$ cat src/shared/sbiu_pkg.sv
// Package for the serial board interrupt unit: register locations, field
// positions, reset values, the priority algorithm type and the source bundle.
// Assumes a single clock and a classic Wishbone slave with 32-bit data.
//
// Notes on behaviour
// Two eight-level units serve sixteen levels.
// Fully nested: level 0 highest, 7 lowest.
// Rotating: serviced level drops to lowest priority.
// Specific: software names lowest, others follow numerically.
// Algorithm and assignment change any time.
// Each unit has a one-byte mask register.
// Each unit request routes to one of nine lines.
// Each channel has enabled receive and transmit requests.
// Unit 0 level 2n receive, 2n+1 transmit.
// Unit 1 levels 0,1 take enabled counters.
// Unit 1: ring 2, digit 3, carrier 4-7.
// All registers decode as sixteen I/O locations.
// Block base is any multiple of sixteen.
// Host writes sixteen-bit bit-rate divisors by software.
// Counter raises request on reaching terminal count.
// Masked requests wait, then present when unmasked.
// Only the highest ranked pending request presented.
package sbiu_pkg;

  // Priority algorithm of one unit; the fourth code is illegal.
  typedef enum logic [1:0] {
    SBIU_NESTED,
    SBIU_ROTATE,
    SBIU_SPECIFIC
  } sbiu_mode_t;

  // Request sources arriving from the serial, modem and dialer logic.
  typedef struct packed {
    logic [3:0] rx_full;
    logic [3:0] tx_empty;
    logic [3:0] ring;
    logic       next_digit;
    logic [3:0] carrier;
  } sbiu_src_t;

  // Sizes.
  localparam int          SBIU_LEVELS    = 8;
  localparam int          SBIU_BUS_LINES = 9;
  localparam int          SBIU_CNT_W     = 16;
  localparam int          SBIU_ADR_W     = 18;
  localparam int          SBIU_BASE_W    = 12;

  // Register locations inside the sixteen-location block.
  localparam logic [3:0]  LOC_U0_MASK   = 4'h0;
  localparam logic [3:0]  LOC_U0_CTRL   = 4'h1;
  localparam logic [3:0]  LOC_U0_STAT   = 4'h2;
  localparam logic [3:0]  LOC_U0_DONE   = 4'h3;
  localparam logic [3:0]  LOC_U1_MASK   = 4'h4;
  localparam logic [3:0]  LOC_U1_CTRL   = 4'h5;
  localparam logic [3:0]  LOC_U1_STAT   = 4'h6;
  localparam logic [3:0]  LOC_U1_DONE   = 4'h7;
  localparam logic [3:0]  LOC_SRC_EN    = 4'h8;
  localparam logic [3:0]  LOC_CNT1      = 4'h9;
  localparam logic [3:0]  LOC_CNT2      = 4'ha;
  localparam logic [3:0]  LOC_CNT_STAT  = 4'hb;
  localparam logic [3:0]  LOC_EV_STAT   = 4'hc;
  localparam logic [3:0]  LOC_EV_MASK   = 4'hd;

  // Field positions.
  localparam int          CTRL_MODE_LSB = 0;
  localparam int          CTRL_LOW_LSB  = 4;
  localparam int          STAT_ACT_BIT  = 8;
  localparam int          STAT_LVL_LSB  = 9;
  localparam int          SRC_RX_LSB    = 0;
  localparam int          SRC_TX_LSB    = 4;
  localparam int          SRC_CNT_LSB   = 8;
  localparam int          EV_CNT_LSB    = 0;
  localparam int          EV_UNIT_LSB   = 2;

  // Reset values.
  localparam logic [7:0]  RST_MASK      = 8'hff;
  localparam logic [1:0]  RST_MODE      = 2'h0;
  localparam logic [2:0]  RST_LOWEST    = 3'h7;
  localparam logic [9:0]  RST_SRC_EN    = 10'h000;
  localparam logic [15:0] RST_COUNT     = 16'h0000;
  localparam logic [3:0]  RST_EV        = 4'h0;

endpackage

$ cat src/sbiu_prio_unit.sv
// One eight-level priority unit: masking and ranking of level requests.
// Assumes level-sensitive requests that stay high until serviced.
`timescale 1ns/1ps
module sbiu_prio_unit import sbiu_pkg::*; #(
  parameter int LEVELS = SBIU_LEVELS,
  parameter int LW     = $clog2(SBIU_LEVELS)
) (
  input  wire logic              clk_i,
  input  wire logic              rst_i,
  input  wire logic [LEVELS-1:0] req_i,
  input  wire logic [LEVELS-1:0] mask_i,
  input  wire logic [1:0]        mode_i,
  input  wire logic [LW-1:0]     lowest_i,
  input  wire logic              done_i,
  input  wire logic [LW-1:0]     done_level_i,
  output logic                   active_o,
  output logic [LW-1:0]          level_o
);

  logic [LW-1:0]     rot_low_r;
  logic [LW-1:0]     base;
  logic [LEVELS-1:0] live;

  // rotating lowest: a serviced level becomes lowest until the next one.
  always_ff @(posedge clk_i) begin
    if (rst_i) begin
      rot_low_r <= RST_LOWEST;
    end else if (done_i) begin
      rot_low_r <= done_level_i;
    end
  end

  // mask gating: masked requests are held back, not forgotten.
  assign live = req_i & ~mask_i;

  // The lowest ranked level for the current algorithm, read every cycle so
  // a change from software takes effect at once.
  // live reconfiguration
  always_comb begin
    unique case (sbiu_mode_t'(mode_i))
      // fixed order
      SBIU_NESTED:   base = LW'(LEVELS - 1);
      SBIU_ROTATE:   base = rot_low_r;
      // software lowest
      SBIU_SPECIFIC: base = lowest_i;
      default:       base = LW'(LEVELS - 1);
    endcase
  end

  // Search upward from just above the lowest level, wrapping round, and
  // keep the first live level found as the winner.
  // single winner
  always_comb begin
    logic [LW-1:0] idx;
    logic          found;
    idx      = '0;
    found    = 1'b0;
    level_o  = '0;
    for (int k = 1; k <= LEVELS; k++) begin
      idx = base + LW'(k);
      if (!found && live[idx]) begin
        found   = 1'b1;
        level_o = idx;
      end
    end
    active_o = found;
  end

endmodule

$ cat src/sbiu_top.sv
// Interrupt collection for a four channel serial board: two priority units,
// two interval counters, request routing to nine bus lines, and a Wishbone
// register block. Assumes one clock, synchronous sources and a single
// classic Wishbone master.
//
// The implementer's own choices: register access over Wishbone and the address map.
`timescale 1ns/1ps
module sbiu_top import sbiu_pkg::*; #(
  parameter int ADR_W  = SBIU_ADR_W,
  parameter int BASE_W = SBIU_BASE_W
) (
  input  wire logic              clk_i,
  input  wire logic              rst_i,
  input  wire logic [ADR_W-1:0]  adr_i,
  input  wire logic [31:0]       dat_i,
  output logic [31:0]            dat_o,
  input  wire logic              we_i,
  input  wire logic [3:0]        sel_i,
  input  wire logic              cyc_i,
  input  wire logic              stb_i,
  output logic                   ack_o,
  input  wire logic [BASE_W-1:0] base_sel_i,
  input  wire logic [3:0]        route0_i,
  input  wire logic [3:0]        route1_i,
  input  wire sbiu_src_t         src_i,
  output logic [SBIU_BUS_LINES-1:0] bus_int_o,
  output logic                   irq_o
);

  // Bus side state. Acknowledge and read data come from flip-flops, so the
  // master sees settled values for the whole answer cycle.
  logic        ack_r;
  logic [31:0] dat_r;
  logic        req;
  logic        hit;
  logic        wr;
  logic [3:0]  loc;
  logic [31:0] lane;

  // Per unit state. Index 0 is the serial channel unit and index 1 the
  // modem, dialer and counter unit; the arrays keep the logic of the two
  // units written once for both.
  logic [7:0]  mask_r   [2];
  logic [1:0]  mode_r   [2];
  logic [2:0]  lowest_r [2];
  logic        done     [2];
  logic        active   [2];
  logic [2:0]  level    [2];
  logic [7:0]  unit_req [2];
  logic [9:0]  src_en_r;
  logic [SBIU_CNT_W-1:0] count_r [2];
  logic [1:0]  tc_r;
  logic [1:0]  tc_set;
  logic [3:0]  ev_r;
  logic [3:0]  ev_mask_r;
  logic [3:0]  ev_set;
  logic [1:0]  act_d_r;
  logic [SBIU_BUS_LINES-1:0] bus_nxt;

  // Bus request decode. The I/O location is the word index of the byte
  // address; reads and writes reach the block only when its upper bits match the base.
  // Only word addresses are decoded; the two low address bits are ignored
  // and the byte lanes pick the bytes instead.
  // sixteen-location block
  assign req = cyc_i & stb_i;
  assign loc = adr_i[5:2];
  // static base
  assign hit = (adr_i[ADR_W-1:6] == base_sel_i);
  // Writes and write side effects happen on the edge that samples ack.
  assign wr  = req & ack_r & we_i & hit;

  // The enable register uses the lanes and the counters use lanes 0 and 1; the rest decode lane 0.
  // Byte lanes enabled by the select bits.
  always_comb begin
    for (int b = 0; b < 4; b++) begin
      lane[8*b +: 8] = {8{sel_i[b]}};
    end
  end

  // Acknowledge one cycle after the strobe, then drop it for a cycle so
  // that every access ends before another is taken. Unmatched addresses
  // are still acknowledged so the master never hangs.
  // The idle cycle halves the peak access rate, but it keeps the take
  // condition to one gate and stops a held strobe being taken twice.
  always_ff @(posedge clk_i) begin
    if (rst_i) begin
      ack_r <= 1'b0;
    end else begin
      ack_r <= req & ~ack_r;
    end
  end
  assign ack_o = ack_r;

  // Read data is captured when the access is taken and held through ack.
  // Status reads sample the ranking at the take edge, so a request that
  // changes during the answer cycle shows in the next read instead.
  always_ff @(posedge clk_i) begin
    if (rst_i) begin
      dat_r <= 32'h0000_0000;
    end else if (req & ~ack_r) begin
      dat_r <= 32'h0000_0000;
      if (hit && !we_i) begin
        unique case (loc)
          LOC_U0_MASK:  dat_r[7:0] <= mask_r[0];
          LOC_U1_MASK:  dat_r[7:0] <= mask_r[1];
          LOC_U0_CTRL: begin
            dat_r[CTRL_MODE_LSB +: 2] <= mode_r[0];
            dat_r[CTRL_LOW_LSB +: 3]  <= lowest_r[0];
          end
          LOC_U1_CTRL: begin
            dat_r[CTRL_MODE_LSB +: 2] <= mode_r[1];
            dat_r[CTRL_LOW_LSB +: 3]  <= lowest_r[1];
          end
          LOC_U0_STAT: begin
            dat_r[7:0]               <= unit_req[0];
            dat_r[STAT_ACT_BIT]      <= active[0];
            dat_r[STAT_LVL_LSB +: 3] <= level[0];
          end
          LOC_U1_STAT: begin
            dat_r[7:0]               <= unit_req[1];
            dat_r[STAT_ACT_BIT]      <= active[1];
            dat_r[STAT_LVL_LSB +: 3] <= level[1];
          end
          LOC_SRC_EN:   dat_r[9:0]  <= src_en_r;
          LOC_CNT1:     dat_r[15:0] <= count_r[0];
          LOC_CNT2:     dat_r[15:0] <= count_r[1];
          LOC_CNT_STAT: dat_r[1:0]  <= tc_r;
          LOC_EV_STAT:  dat_r[3:0]  <= ev_r;
          LOC_EV_MASK:  dat_r[3:0]  <= ev_mask_r;
          default:      dat_r       <= 32'h0000_0000;
        endcase
      end
    end
  end
  assign dat_o = dat_r;

  // Mask registers, one byte each, written with any combination of bits.
  // A level masked while it requests is not forgotten: its source still
  // holds it, and it competes again as soon as its mask bit clears.
  // mask byte
  always_ff @(posedge clk_i) begin
    if (rst_i) begin
      mask_r[0] <= RST_MASK;
      mask_r[1] <= RST_MASK;
    end else if (wr && sel_i[0]) begin
      if (loc == LOC_U0_MASK) begin
        mask_r[0] <= dat_i[7:0];
      end
      if (loc == LOC_U1_MASK) begin
        mask_r[1] <= dat_i[7:0];
      end
    end
  end

  // Algorithm and lowest level, writable at any time while running.
  // A new algorithm applies to the ranking in the cycle after the write,
  // and no pending request is dropped by the change.
  // live reconfiguration
  always_ff @(posedge clk_i) begin
    if (rst_i) begin
      mode_r[0]   <= RST_MODE;
      mode_r[1]   <= RST_MODE;
      lowest_r[0] <= RST_LOWEST;
      lowest_r[1] <= RST_LOWEST;
    end else if (wr && sel_i[0]) begin
      if (loc == LOC_U0_CTRL) begin
        mode_r[0]   <= dat_i[CTRL_MODE_LSB +: 2];
        lowest_r[0] <= dat_i[CTRL_LOW_LSB +: 3];
      end
      if (loc == LOC_U1_CTRL) begin
        mode_r[1]   <= dat_i[CTRL_MODE_LSB +: 2];
        lowest_r[1] <= dat_i[CTRL_LOW_LSB +: 3];
      end
    end
  end

  // Software reports a serviced level by writing it to the done location.
  // The level rides on the write data. A done write in another mode is
  // harmless: it only moves the rotating bottom for later use.
  assign done[0] = wr & sel_i[0] & (loc == LOC_U0_DONE);
  assign done[1] = wr & sel_i[0] & (loc == LOC_U1_DONE);

  // Per-source enables for receive, transmit and counter requests.
  // Each byte lane updates only its own enables, so software can change
  // the counter enables without disturbing the channel enables.
  always_ff @(posedge clk_i) begin
    if (rst_i) begin
      src_en_r <= RST_SRC_EN;
    end else if (wr && loc == LOC_SRC_EN) begin
      src_en_r <= (src_en_r & ~lane[9:0]) | (dat_i[9:0] & lane[9:0]);
    end
  end

  // Interval counters. A write loads the count and clears terminal count;
  // the counter then runs down once per clock and stops at zero, where its
  // request rises and stays until the next load.
  // Limitation: counting is binary at the board clock only, and a load of
  // zero raises terminal count on the very next edge.
  // terminal count request
  always_ff @(posedge clk_i) begin
    if (rst_i) begin
      count_r[0] <= RST_COUNT;
      count_r[1] <= RST_COUNT;
      tc_r       <= 2'b00;
    end else begin
      for (int c = 0; c < 2; c++) begin
        if (wr && loc == (LOC_CNT1 + 4'(c))) begin
          count_r[c][7:0]  <= sel_i[0] ? dat_i[7:0] : count_r[c][7:0];
          count_r[c][15:8] <= sel_i[1] ? dat_i[15:8] : count_r[c][15:8];
          tc_r[c]          <= 1'b0;
        end else if (count_r[c] != RST_COUNT) begin
          count_r[c] <= count_r[c] - 16'h0001;
        end else begin
          tc_r[c] <= 1'b1;
        end
      end
    end
  end

  // Terminal count events are the rising edges of the counter requests.
  // The load term hides the cycle in which a load keeps the request from rising.
  assign tc_set = ~tc_r & {count_r[1] == RST_COUNT, count_r[0] == RST_COUNT}
                  & ~{wr && loc == LOC_CNT2, wr && loc == LOC_CNT1};

  // Unit 0 takes each channel's receive request on the even level and its
  // transmit request on the odd level above it, each gated by its enable.
  // channel enables
  // unit 0 pairing
  always_comb begin
    for (int n = 0; n < 4; n++) begin
      unit_req[0][2*n]   = src_i.rx_full[n]  & src_en_r[SRC_RX_LSB + n];
      unit_req[0][2*n+1] = src_i.tx_empty[n] & src_en_r[SRC_TX_LSB + n];
    end
  end

  // Unit 1 takes the counters, the combined ring, the dialer and carriers.
  // counter levels
  assign unit_req[1][1:0] = tc_r & src_en_r[SRC_CNT_LSB +: 2];
  // modem levels
  assign unit_req[1][2]   = |src_i.ring;
  assign unit_req[1][3]   = src_i.next_digit;
  assign unit_req[1][7:4] = src_i.carrier;

  // Two identical priority units give the sixteen levels.
  // Both units see the done level lane; only the addressed one takes it.
  // The units share no state, so either can be reconfigured alone.
  // two units
  for (genvar u = 0; u < 2; u++) begin : g_unit
    sbiu_prio_unit #(
      .LEVELS (SBIU_LEVELS)
    ) u_prio (
      .clk_i        (clk_i),
      .rst_i        (rst_i),
      .req_i        (unit_req[u]),
      .mask_i       (mask_r[u]),
      .mode_i       (mode_r[u]),
      .lowest_i     (lowest_r[u]),
      .done_i       (done[u]),
      .done_level_i (dat_i[2:0]),
      .active_o     (active[u]),
      .level_o      (level[u])
    );
  end

  // Route each unit's request to the bus line its strap selects. A strap
  // value past the last line leaves that unit disconnected.
  // Two units strapped to one line share it as a wired or.
  // line routing
  always_comb begin
    bus_nxt = '0;
    for (int l = 0; l < SBIU_BUS_LINES; l++) begin
      if ((route0_i == 4'(l) && active[0]) ||
          (route1_i == 4'(l) && active[1])) begin
        bus_nxt[l] = 1'b1;
      end
    end
  end

  // Bus lines come from flip-flops so they never glitch on the backplane.
  // The price is one cycle from a source change to its line, which also
  // keeps the ranking search chain off the backplane timing path.
  always_ff @(posedge clk_i) begin
    if (rst_i) begin
      bus_int_o <= '0;
    end else begin
      bus_int_o <= bus_nxt;
    end
  end

  // Previous unit activity, used to find new requests.
  // It resets low, like an idle unit, so no false event follows reset.
  always_ff @(posedge clk_i) begin
    if (rst_i) begin
      act_d_r <= 2'b00;
    end else begin
      act_d_r <= {active[1], active[0]};
    end
  end

  // Events for the local interrupt: counter terminal counts and each unit
  // starting to request.
  // A source that stays high raises one unit event, not one per cycle;
  // software clears it once and then sees only the next new request.
  assign ev_set = {{active[1], active[0]} & ~act_d_r, tc_set};

  // Sticky event status, cleared by writing ones. A new event in the same
  // cycle as its clear keeps the bit set, so nothing is lost.
  always_ff @(posedge clk_i) begin
    if (rst_i) begin
      ev_r <= RST_EV;
    end else if (wr && loc == LOC_EV_STAT && sel_i[0]) begin
      ev_r <= (ev_r & ~dat_i[3:0]) | ev_set;
    end else begin
      ev_r <= ev_r | ev_set;
    end
  end

  // Event mask, same layout as the status; a one lets the bit through.
  always_ff @(posedge clk_i) begin
    if (rst_i) begin
      ev_mask_r <= RST_EV;
    end else if (wr && loc == LOC_EV_MASK && sel_i[0]) begin
      ev_mask_r <= dat_i[3:0];
    end
  end

  // Level interrupt while any unmasked event bit is set.
  // Masking acts after the status, so masked events stay visible to a
  // polling routine.
  always_ff @(posedge clk_i) begin
    if (rst_i) begin
      irq_o <= 1'b0;
    end else begin
      irq_o <= |(ev_r & ev_mask_r);
    end
  end

endmodule

$ cat config.mk
export PLATFORM = sky130hd
export DESIGN_NAME = sbiu_top
export DESIGN_NICKNAME = d
export VERILOG_FILES = /design/src/shared/sbiu_pkg.sv /design/src/sbiu_prio_unit.sv /design/src/sbiu_top.sv
export SDC_FILE = /design/constraint.sdc
export NUM_CORES = 1
export LEC_CHECK = 0
export BUFFER_PORTS_ARGS = -buffer_cell sky130_fd_sc_hd__buf_2
export CORE_ASPECT_RATIO = 1.75
export CORE_MARGIN = 2
export CORE_UTILIZATION = 57
export DETAILED_ROUTE_END_ITERATION = 10
export MAX_ROUTING_LAYER = met4
export PLACE_DENSITY = 0.84
export SLEW_MARGIN = 15
export SYNTH_ARGS = -nofsm -noshare
export SYNTH_HDL_FRONTEND = slang
export SYNTH_SLANG_ARGS = --single-unit
export TNS_END_PERCENT = 5
$ cat constraint.sdc
create_clock -name clk_i -period 5.2 [get_ports clk_i]
set_input_delay 0.26 -clock clk_i [delete_from_list [all_inputs] [get_ports clk_i]]
set_output_delay 0.26 -clock clk_i [all_outputs]
set_load 0.005 [all_outputs]
## Yosys cells after proc, flatten, opt, wreduce, memory -nomap -nowiden

Memory sizes are Yosys's and may differ from the RTL's.
Index checks and enable logic that the tools add are counted.

| storage, ports and cells | value |
|---|---|
| register bits after elaboration | 71 |
| bits in writable memories | 58 |
| input port bits | 96 |
| output and inout bits | 43 |
| memories kept | 4 |

| cells by class | value |
|---|---|
| add/subtract/negate cells | 16 |
| order comparisons | 16 |
| eq/ne operators | 34 |
| multiplexer cells | 134 |
| bitwise logic cells | 51 |
| reduce and logical (&&, ||, !) cells | 76 |

Memory list:

| name | words | bits a word | read ports | clocked after memory_dff | write ports | RTL line | source |
|---|---|---|---|---|---|---|---|
| count_r | 2 | 16 | 2 | 0 | 2 | sbiu_top.sv:51 | `logic [SBIU_CNT_W-1:0] count_r [2];` |
| mask_r | 2 | 8 | 2 | 0 | 2 | sbiu_top.sv:43 | `logic [7:0] mask_r [2];` |
| lowest_r | 2 | 3 | 2 | 0 | 2 | sbiu_top.sv:45 | `logic [2:0] lowest_r [2];` |
| mode_r | 2 | 2 | 2 | 0 | 2 | sbiu_top.sv:44 | `logic [1:0] mode_r [2];` |

Operator list:

| kind | number |
|---|---|
| $mux 8 | 14 |
| $mux 1 | 73 |
| $lt 3x4->1 const B | 16 |
| $mux 3 | 18 |
| $bmux 1 s3 | 16 |
| $eq 4x3->1 const B | 12 |
| $logic_and 1x1->1 | 41 |
| $eq 4x4->1 const B | 8 |
| $logic_not 16->1 | 2 |
| $reduce_bool 16->1 | 2 |
| $sub 16x1->16 const B | 2 |
| $pmux 3 s9 | 1 |
| $add 3x3->3 const B | 8 |
| $eq 4x2->1 const B | 6 |
| $pmux 2 s12 | 1 |
| $and 10x10->10 | 2 |
| $pmux 2 s9 | 1 |
| $and 1x1->1 | 16 |
| $and 8x8->8 | 2 |
| $mux 16 | 1 |
| $not 8->8 | 2 |
| $logic_not 1->1 | 15 |
| $or 1x1->1 | 14 |
| $add 3x2->3 const B | 4 |
| 24 further kinds | 50 |

## Longest topological paths before layout

Gate-level depths: netlist of run 1.
An unclocked memory read counts as a cell.

| depth | value |
|---|---|
| depth after elaboration | 31 |
| depth in mapped cells | 15 |
| mapped depth without buffers | 12 |

## Modules after synthesis

A second synthesis of run 1 with hierarchy kept.

| unflattened totals | value |
|---|---|
| cells, all modules | 973 |
| area total of the unflattened synthesis | 8844.7 sq um |

Modules (own cells, without submodules):

| module | instances | cells an instance | area an instance (sq um) | seq. area each (sq um) |
|---|---|---|---|---|
| sbiu_top | 1 | 661 | 6454.9 | 2722.6 |
| sbiu_prio_unit | 2 | 156 | 1194.9 | 60.1 |

## Worst setup path before layout of run 1

OpenSTA, ideal clock, no wires.

| timing | value |
|---|---|
| path type | register to register |
| start point | memory mode_r[0][0] |
| end point | register bus_int_o[4] |
| arrival time | 3662 ps |
| data required time | 5108 ps |
| path slack | 1446 ps |
| stages on the path, launching flop included | 16 |
| path buffers | 4 |
| period minus slack after synthesis | 3754 ps |
| cells stage by stage | edfxtp_1 > inv_1 > ha_1 > a221o_1 > clkbuf_1 > clkbuf_1 > ha_1 > buf_1 > mux4_2 > mux2_4 > nand3b_4 > or2_1 > buf_6 > nor4_4 > or4b_4 > o32ai_1 |

RTL lines:

| element | RTL line | source |
|---|---|---|
| from (decl) | sbiu_top.sv:44 |  |
| to (signal assigned) | sbiu_top.sv:286 | `bus_int_o <= bus_nxt;` |
| to (decl) | sbiu_top.sv:26 | `output logic [SBIU_BUS_LINES-1:0] bus_int_o,` |

==> results of run 1 <==
==> per-layer routing <==
| layer | wire length [um] | global-route usage (%) |
|---|---|---|
| met1 | 8640 | 37.1 |
| met2 | 12600 | 60.2 |
| met3 | 2230 | 8.23 |
| met4 | 2240 | 26.4 |
| met5 | 0 | - |
==> critical path, cell delays in order (launching register included) <==
cell	delay (ps)
edfxtp_1	440
inv_1	70
ha_1	330
a221o_1	430
clkinv_1	420
ha_1	390
xnor2_1	200
a221oi_1	520
nor3b_2	170
nand4bb_2	220
nor2_1	160
or4b_2	650
o32ai_1	130
==> logic make-up (layout without fill, tap and decap cells) <==
family	Yosys count	after routing	share of synthesized area [%]
AND/OR/NAND/NOR	333	333	21.5
AO/OA/AOI/OAI	250	250	22.7
flip-flops	113	113	36.7
buffers and inverters	98	176	5.86
XOR/XNOR	44	44	4.98
multiplexers	42	42	6.54
adder cells (fa/ha/maj)	10	10	1.62
other	1	16	0.0484
==> layout by cell type, fill, tap and decap left out, types with 11 or more instances in the layout <==
cell type  instances
buf_4             11
a32oi_1           11
nor2_1           101
buf_2            102
o21ai_0           36
xor2_1            12
nand2_1           78
xnor2_1           32
a21oi_1           56
a211oi_1          16
nand2b_1          13
dfxtp_1           55
inv_1             26
a22oi_1           20
a221oi_1          11
nand3b_1          14
clkbuf_16         18
nor3_1            25
mux2i_1           30
o22ai_1           14
or2_2             16
edfxtp_1          58
nand3_1           29
conb_1            16
==> worst paths after layout <==
kind                            slack, ps  depth (start not counted)            to
worst max-delay path                  980                         12  bus_int_o[4]
worst min-delay path                  130                          2  bus_int_o[4]
worst min register to register        470                          2      dat_o[2]
worst max register to register        980                         12  bus_int_o[4]
==> layout make-up <==
| class | instances | area (um^2) |
|---|---|---|
| clock inverters | 9 | 77.6 |
| fillers | 1156 | 4470 |
| inverters | 31 | 118 |
| multi-input cells | 695 | 4510 |
| flip-flops and latches | 113 | 2840 |
| clock buffers | 23 | 489 |
| repair buffers | 113 | 593 |
| well taps | 174 | 218 |
==> per-stage QoR <==
stage	instance area, um^2	total power [mW]	instances	setup WS (ps)	hold slack (ps)
after CTS	8840	2.84	1158	1100	119
final	8840	2.86	1158	982	131
after detailed placement	8280	1.72	1126	1140	454
after floorplan	7800	1.55	906	1450	374
after global placement	8280	1.70	1126	1100	443
after global routing	8840	2.95	1158	723	128
==> power groups by stage <==
stage	Clock, mW	Combinational, mW	Sequential [mW]
floorplan	0	0.420	1.13
global placement	0	0.541	1.16
detailed placement	0	0.552	1.16
CTS	1.12	0.567	1.15
global route	1.16	0.626	1.16
finish	1.12	0.581	1.16
==> flip-flops by register name (all words and copies together), names as in the netlist, named ones only <==
name	count
bus_int_o	9
mask_r	16
tc_r	2
mode_r	4
ev_mask_r	4
lowest_r	6
ack_o	1
g_unit.u_prio.rot_low_r	6
ev_r	4
irq_o	1
dat_o	16
count_r	32
act_d_r	2
==> flow_summary.ini, run 1 <==
[setup_path]
worstSetupStartpoint = mode_r[0][2]
cp.required_ps = 5520
worst_setup_path_start_kind = flop
r2r_start = mode_r[0][2]
critPathMaxFanout = 11
cp_data_arrival_time_ps = 4540
setup.worst_path.end_class = flop
critical_path_class = flop to flop

[sta]
period_share_pct = 81.1
max_slew_margin_pct = 24.9
tns_ps = 0
worst_pin_slew_ps = 1120
maxSlewViolCount = 0
max_freq_mhz = 237
hold_viol_final = 0
setup_viol = 0
fin_worst_skew_ps = 7.40
fin_crit_ps = 4220
rsz0062_at_grt = false

[power]
power_density_mw_per_mm2 = 323
power.share.clock_pct = 39.2
pwr-share-seq_pct = 40.5
pwr-share-comb_pct = 20.3
p_leak_nw = 3.36
vdd.ir_drop.worst_mv = 0.381
p_sw_uw = 872
p_int_mw = 1.99
p_sw_share_pct = 30.5

[floorplanning]
die_h_um = 158
start_util_pct = 58.2
die_w_um = 92.1
pin_count = 139
row_count = 56
coreArea_mm2 = 0.0133
die-area_mm2 = 0.0146

[yosys]
synth.area.top_cells = edfxtp_1 22%, dfxtp_1 14%, nor2_1 4.9%, mux2i_1 3.9%, nand2_1 3.8%
ys_seq_area_share_pct = 36.7
yosys.area.top_type_share_pct = 22.5
synth-async-reset-ratio_pct = 0
syn_area_mm2 = 0.00774
postSynthCellCount = 891
synth_ff_type = edfxtp_1
synth_edf_count = 58
yosysUniqueCellTypes = 78
synth_most_common_cell = nor2_1
avgSynthCellArea_um2 = 8.69
synth_warnings = 0
ys_top_cells_by_count = 102 x nor2_1, 78 x nand2_1, 58 x edfxtp_1, 56 x a21oi_1, 55 x dfxtp_1
yosysTopAreaCell = edfxtp_1
synth.ff_latch_count = 113

[grt]
grt.overflow.total = 0
grt_pass1_vias = 7378
grt_max_degree = 46
grt_usage_pct = 36.1
grt_pass1_wl_um = 39000
antenna_found_initial = 0

[hold_path]
holdCritStartpoint = route0_i[1]
hold_path_class = input port to flop

[cts]
clkSlewWorstSetupHoldPaths_ps = 50
cts_tree = built
cts_buffer_depth = 2
root_buffer = clkbuf_16
cts.htree.levels = 4
postCtsSetupBuffers = 0
numCtsBuffers = 17
clk_latency_ps = 410
postCtsHoldBufs = 0
cts_sinks = 113
ctsResizeCount = 0

[detailed_routing]
drcViolationCount = 0
dr.pass1.iters = 6
num_vias = 7788
avgViaCountPerCell = 6.73
ant_nets = 0
wl_per_cell_um = 22.2
finalWirelength_um = 25700
drt_iter0_drc = 797

[cells_and_area]
fin_util_pct = 66.4
antenna_cells = 0
area_growth_pct = 14.2
layout.nets = 1077
drive_gt1_share_pct = 19.0

[place]
gp_congestion = 1.06
io_buffers = 102
post-dp-hpwl_um = 19100

[flow_run]
maxCapViolations = 0

[outcome]
status = completed
Power figures use the tool's default switching activity.
==> run 2, diff against run 1 <==
--- a/config.mk
+++ b/config.mk
@@ -8,10 +8,10 @@
 export BUFFER_PORTS_ARGS = -buffer_cell sky130_fd_sc_hd__buf_2
 export CORE_ASPECT_RATIO = 1.75
 export CORE_MARGIN = 2
-export CORE_UTILIZATION = 57
+export CORE_UTILIZATION = 52
 export DETAILED_ROUTE_END_ITERATION = 10
 export MAX_ROUTING_LAYER = met4
-export PLACE_DENSITY = 0.84
+export PLACE_DENSITY = 0.81
 export SLEW_MARGIN = 15
 export SYNTH_ARGS = -nofsm -noshare
 export SYNTH_HDL_FRONTEND = slang
==> constraint.sdc (replaced) <==
create_clock -name clk_i -period 3.8 [get_ports clk_i]
set_input_delay 0.19 -clock clk_i [delete_from_list [all_inputs] [get_ports clk_i]]
set_output_delay 0.19 -clock clk_i [all_outputs]
set_load 0.005 [all_outputs]
==> run 2 against run 1 <==
Count of clock-buffer cells in the layout fell by 4; power rose by 43%; sequential power rose by 36%; die area rose by 9.3%; global-route usage fell by 0.97 points; worst hold slack got worse by 83 ps; clock skew rose by 9.5 ps; setup slack got worse by 810 ps; final cell count rose by 3.5%; via count rose by 2.4%; fmax rose by 16%.
==> flow_summary.ini, run 2 (synthesized netlist as in run 1, its figures left out) <==
[detailed_routing]
wl_met2_um = 13400
drt_iter0_drc = 952
finalWirelength_um = 26900
dr_wl_met3_um = 2180
wl_per_cell_um = 22.4
wl_met1_um = 8770
dr.pass1.iters = 7
avgViaCountPerCell = 6.66
drcViolationCount = 0
num_vias = 7974
top_layer_used = met4
ant_nets = 0

[cells_and_area]
final_cell_mix = 102 x buf_2, 101 x nor2_1, 78 x nand2_1, 58 x edfxtp_1, 56 x a21oi_1
top_register = count_r
nFillCells = 1262
final_cell_area_mm2 = 0.00913
layout.nets = 1108
layout_commonest_cell = buf_2
multi_input_area_mm2 = 0.00451
drive_gt1_share_pct = 21.8
fin_util_pct = 62.1
antenna_cells = 0
largest_reg_flops = 32
area_growth_pct = 17.9
ff_latch_area_mm2 = 0.00284

[setup_path]
endpoint = dat_o[9]
cpLargestDelayFamily = compound AO/OA/AOI/OAI gates
cp_slowest_stage_delay_ps = 470
worst_setup_path_start_kind = flop
regToRegSetupSlack_ps = 170
cp_data_arrival_time_ps = 3940
crit_slowest_cell = edfxtp_1
cp.depth = 12
r2r_end = dat_o[9]
critPathMaxFanout = 5
r2r_start = mode_r[0][1]
r2r_cells = 12
worstSetupStartpoint = mode_r[0][1]
critical_path_class = flop to flop
path_buf_inv = 2
cp_cell_sequence = ha_1 -> a221o_1 -> ha_1 -> mux4_2 -> mux2_4 -> nand3b_4 -> or2_1 -> buf_4 -> nor3_1 -> o311ai_1 -> buf_4 -> a31oi_1
setup.worst_path.end_class = flop
cp.required_ps = 4100

[cts]
cts_sinks = 113
ctsResizeCount = 0
cts_buffer_depth = 2
numCtsBuffers = 17
root_buffer = clkbuf_16
cts_tree = built
postCtsHoldBufs = 0
postCtsSetupBuffers = 0
clkSlewWorstSetupHoldPaths_ps = 70
cts.htree.levels = 4
clk_latency_ps = 430

[hold_path]
hold_path_class = input port to flop

[power]
vdd.ir_drop.worst_mv = 0.325
power_density_mw_per_mm2 = 447
p_leak_nw = 3.53

[floorplanning]
start_util_pct = 52.7
coreArea_mm2 = 0.0147
die_h_um = 165
die_w_um = 96.3
pin_count = 139
die-area_mm2 = 0.0159
row_count = 59

[grt]
grt_pass1_vias = 7557
antenna_found_initial = 0
grt.overflow.total = 0
grt_max_degree = 45
grt_pass1_wl_um = 40500
grt_usage_pct = 35.1

[sta]
hold_viol_final = 0
max_slew_margin_pct = 24.5
worst_pin_slew_ps = 1130
max_freq_mhz = 275
rsz0062_at_grt = false
tns_ps = 0
maxSlewViolCount = 0
fin_worst_skew_ps = 16.9
period_share_pct = 95.5
setup_viol = 0
fin_crit_ps = 3630

[flow_run]
maxCapViolations = 0

[place]
postPlaceCellArea_mm2 = 0.00852
gp_congestion = 1.04
io_buffers = 102
post-dp-hpwl_um = 20400

[outcome]
status = completed
## run 2: final cells by class
class,instances,share of cell area (%)
multi-input cells,695,49.4
flip-flops and latches,113,31.1
repair buffers,144,9.04
clock buffers,19,5.08
well taps,183,2.51
clock inverters,13,1.58
inverters,31,1.29
## run 2: how the worst min path moves through the flow
stage                      from            to  slack (ps)  depth (start not counted)
finish              route0_i[1]  bus_int_o[5]          50                          2
global route        route0_i[1]  bus_int_o[5]          60                          2
CTS                 route0_i[0]  bus_int_o[4]          40                          2
detailed placement     dat_o[2]      dat_o[2]         440                          2
global placement       dat_o[2]      dat_o[2]         440                          2
floorplan           route0_i[0]  bus_int_o[4]         300                          1
## run 2: worst reg2reg max path, stage by stage, from the launching register on
cell	delay, ps
edfxtp_1	470
ha_1	360
a221o_1	370
ha_1	390
mux4_2	390
mux2_4	330
nand3b_4	100
or2_1	250
buf_4	180
nor3_1	50
o311ai_1	390
buf_4	190
a31oi_1	70
## run 2: report_power, final
group	total [mW]	internal, mW	switching [mW]
Sequential	1.58	1.43	0.146
Clock	1.67	1.03	0.637
Combinational	0.832	0.345	0.487
Total	4.08	2.81	1.27
## run 2: stage by stage
step           hold WS [ps]  worst slack [ps]  total power [mW]  cells
3_3_place_gp            443              72.2              2.37   1166
6_report               49.0               169              4.08   1198
2_1_floorplan           304              45.7              2.12    906
4_1_cts                43.1              15.6              4.05   1198
3_5_place_dp            443              54.2              2.38   1166
5_1_grt                56.9              19.8              4.21   1198
## run 2: layer usage
| layer | vias up | global-route usage (%) |
|---|---|---|
| met1 | 3704 | 36.7 |
| met4 | 0 | 25.9 |
| met3 | 176 | 4.95 |
| met2 | 540 | 58.8 |
| met5 | - | - |
| li1 | 3554 | - |
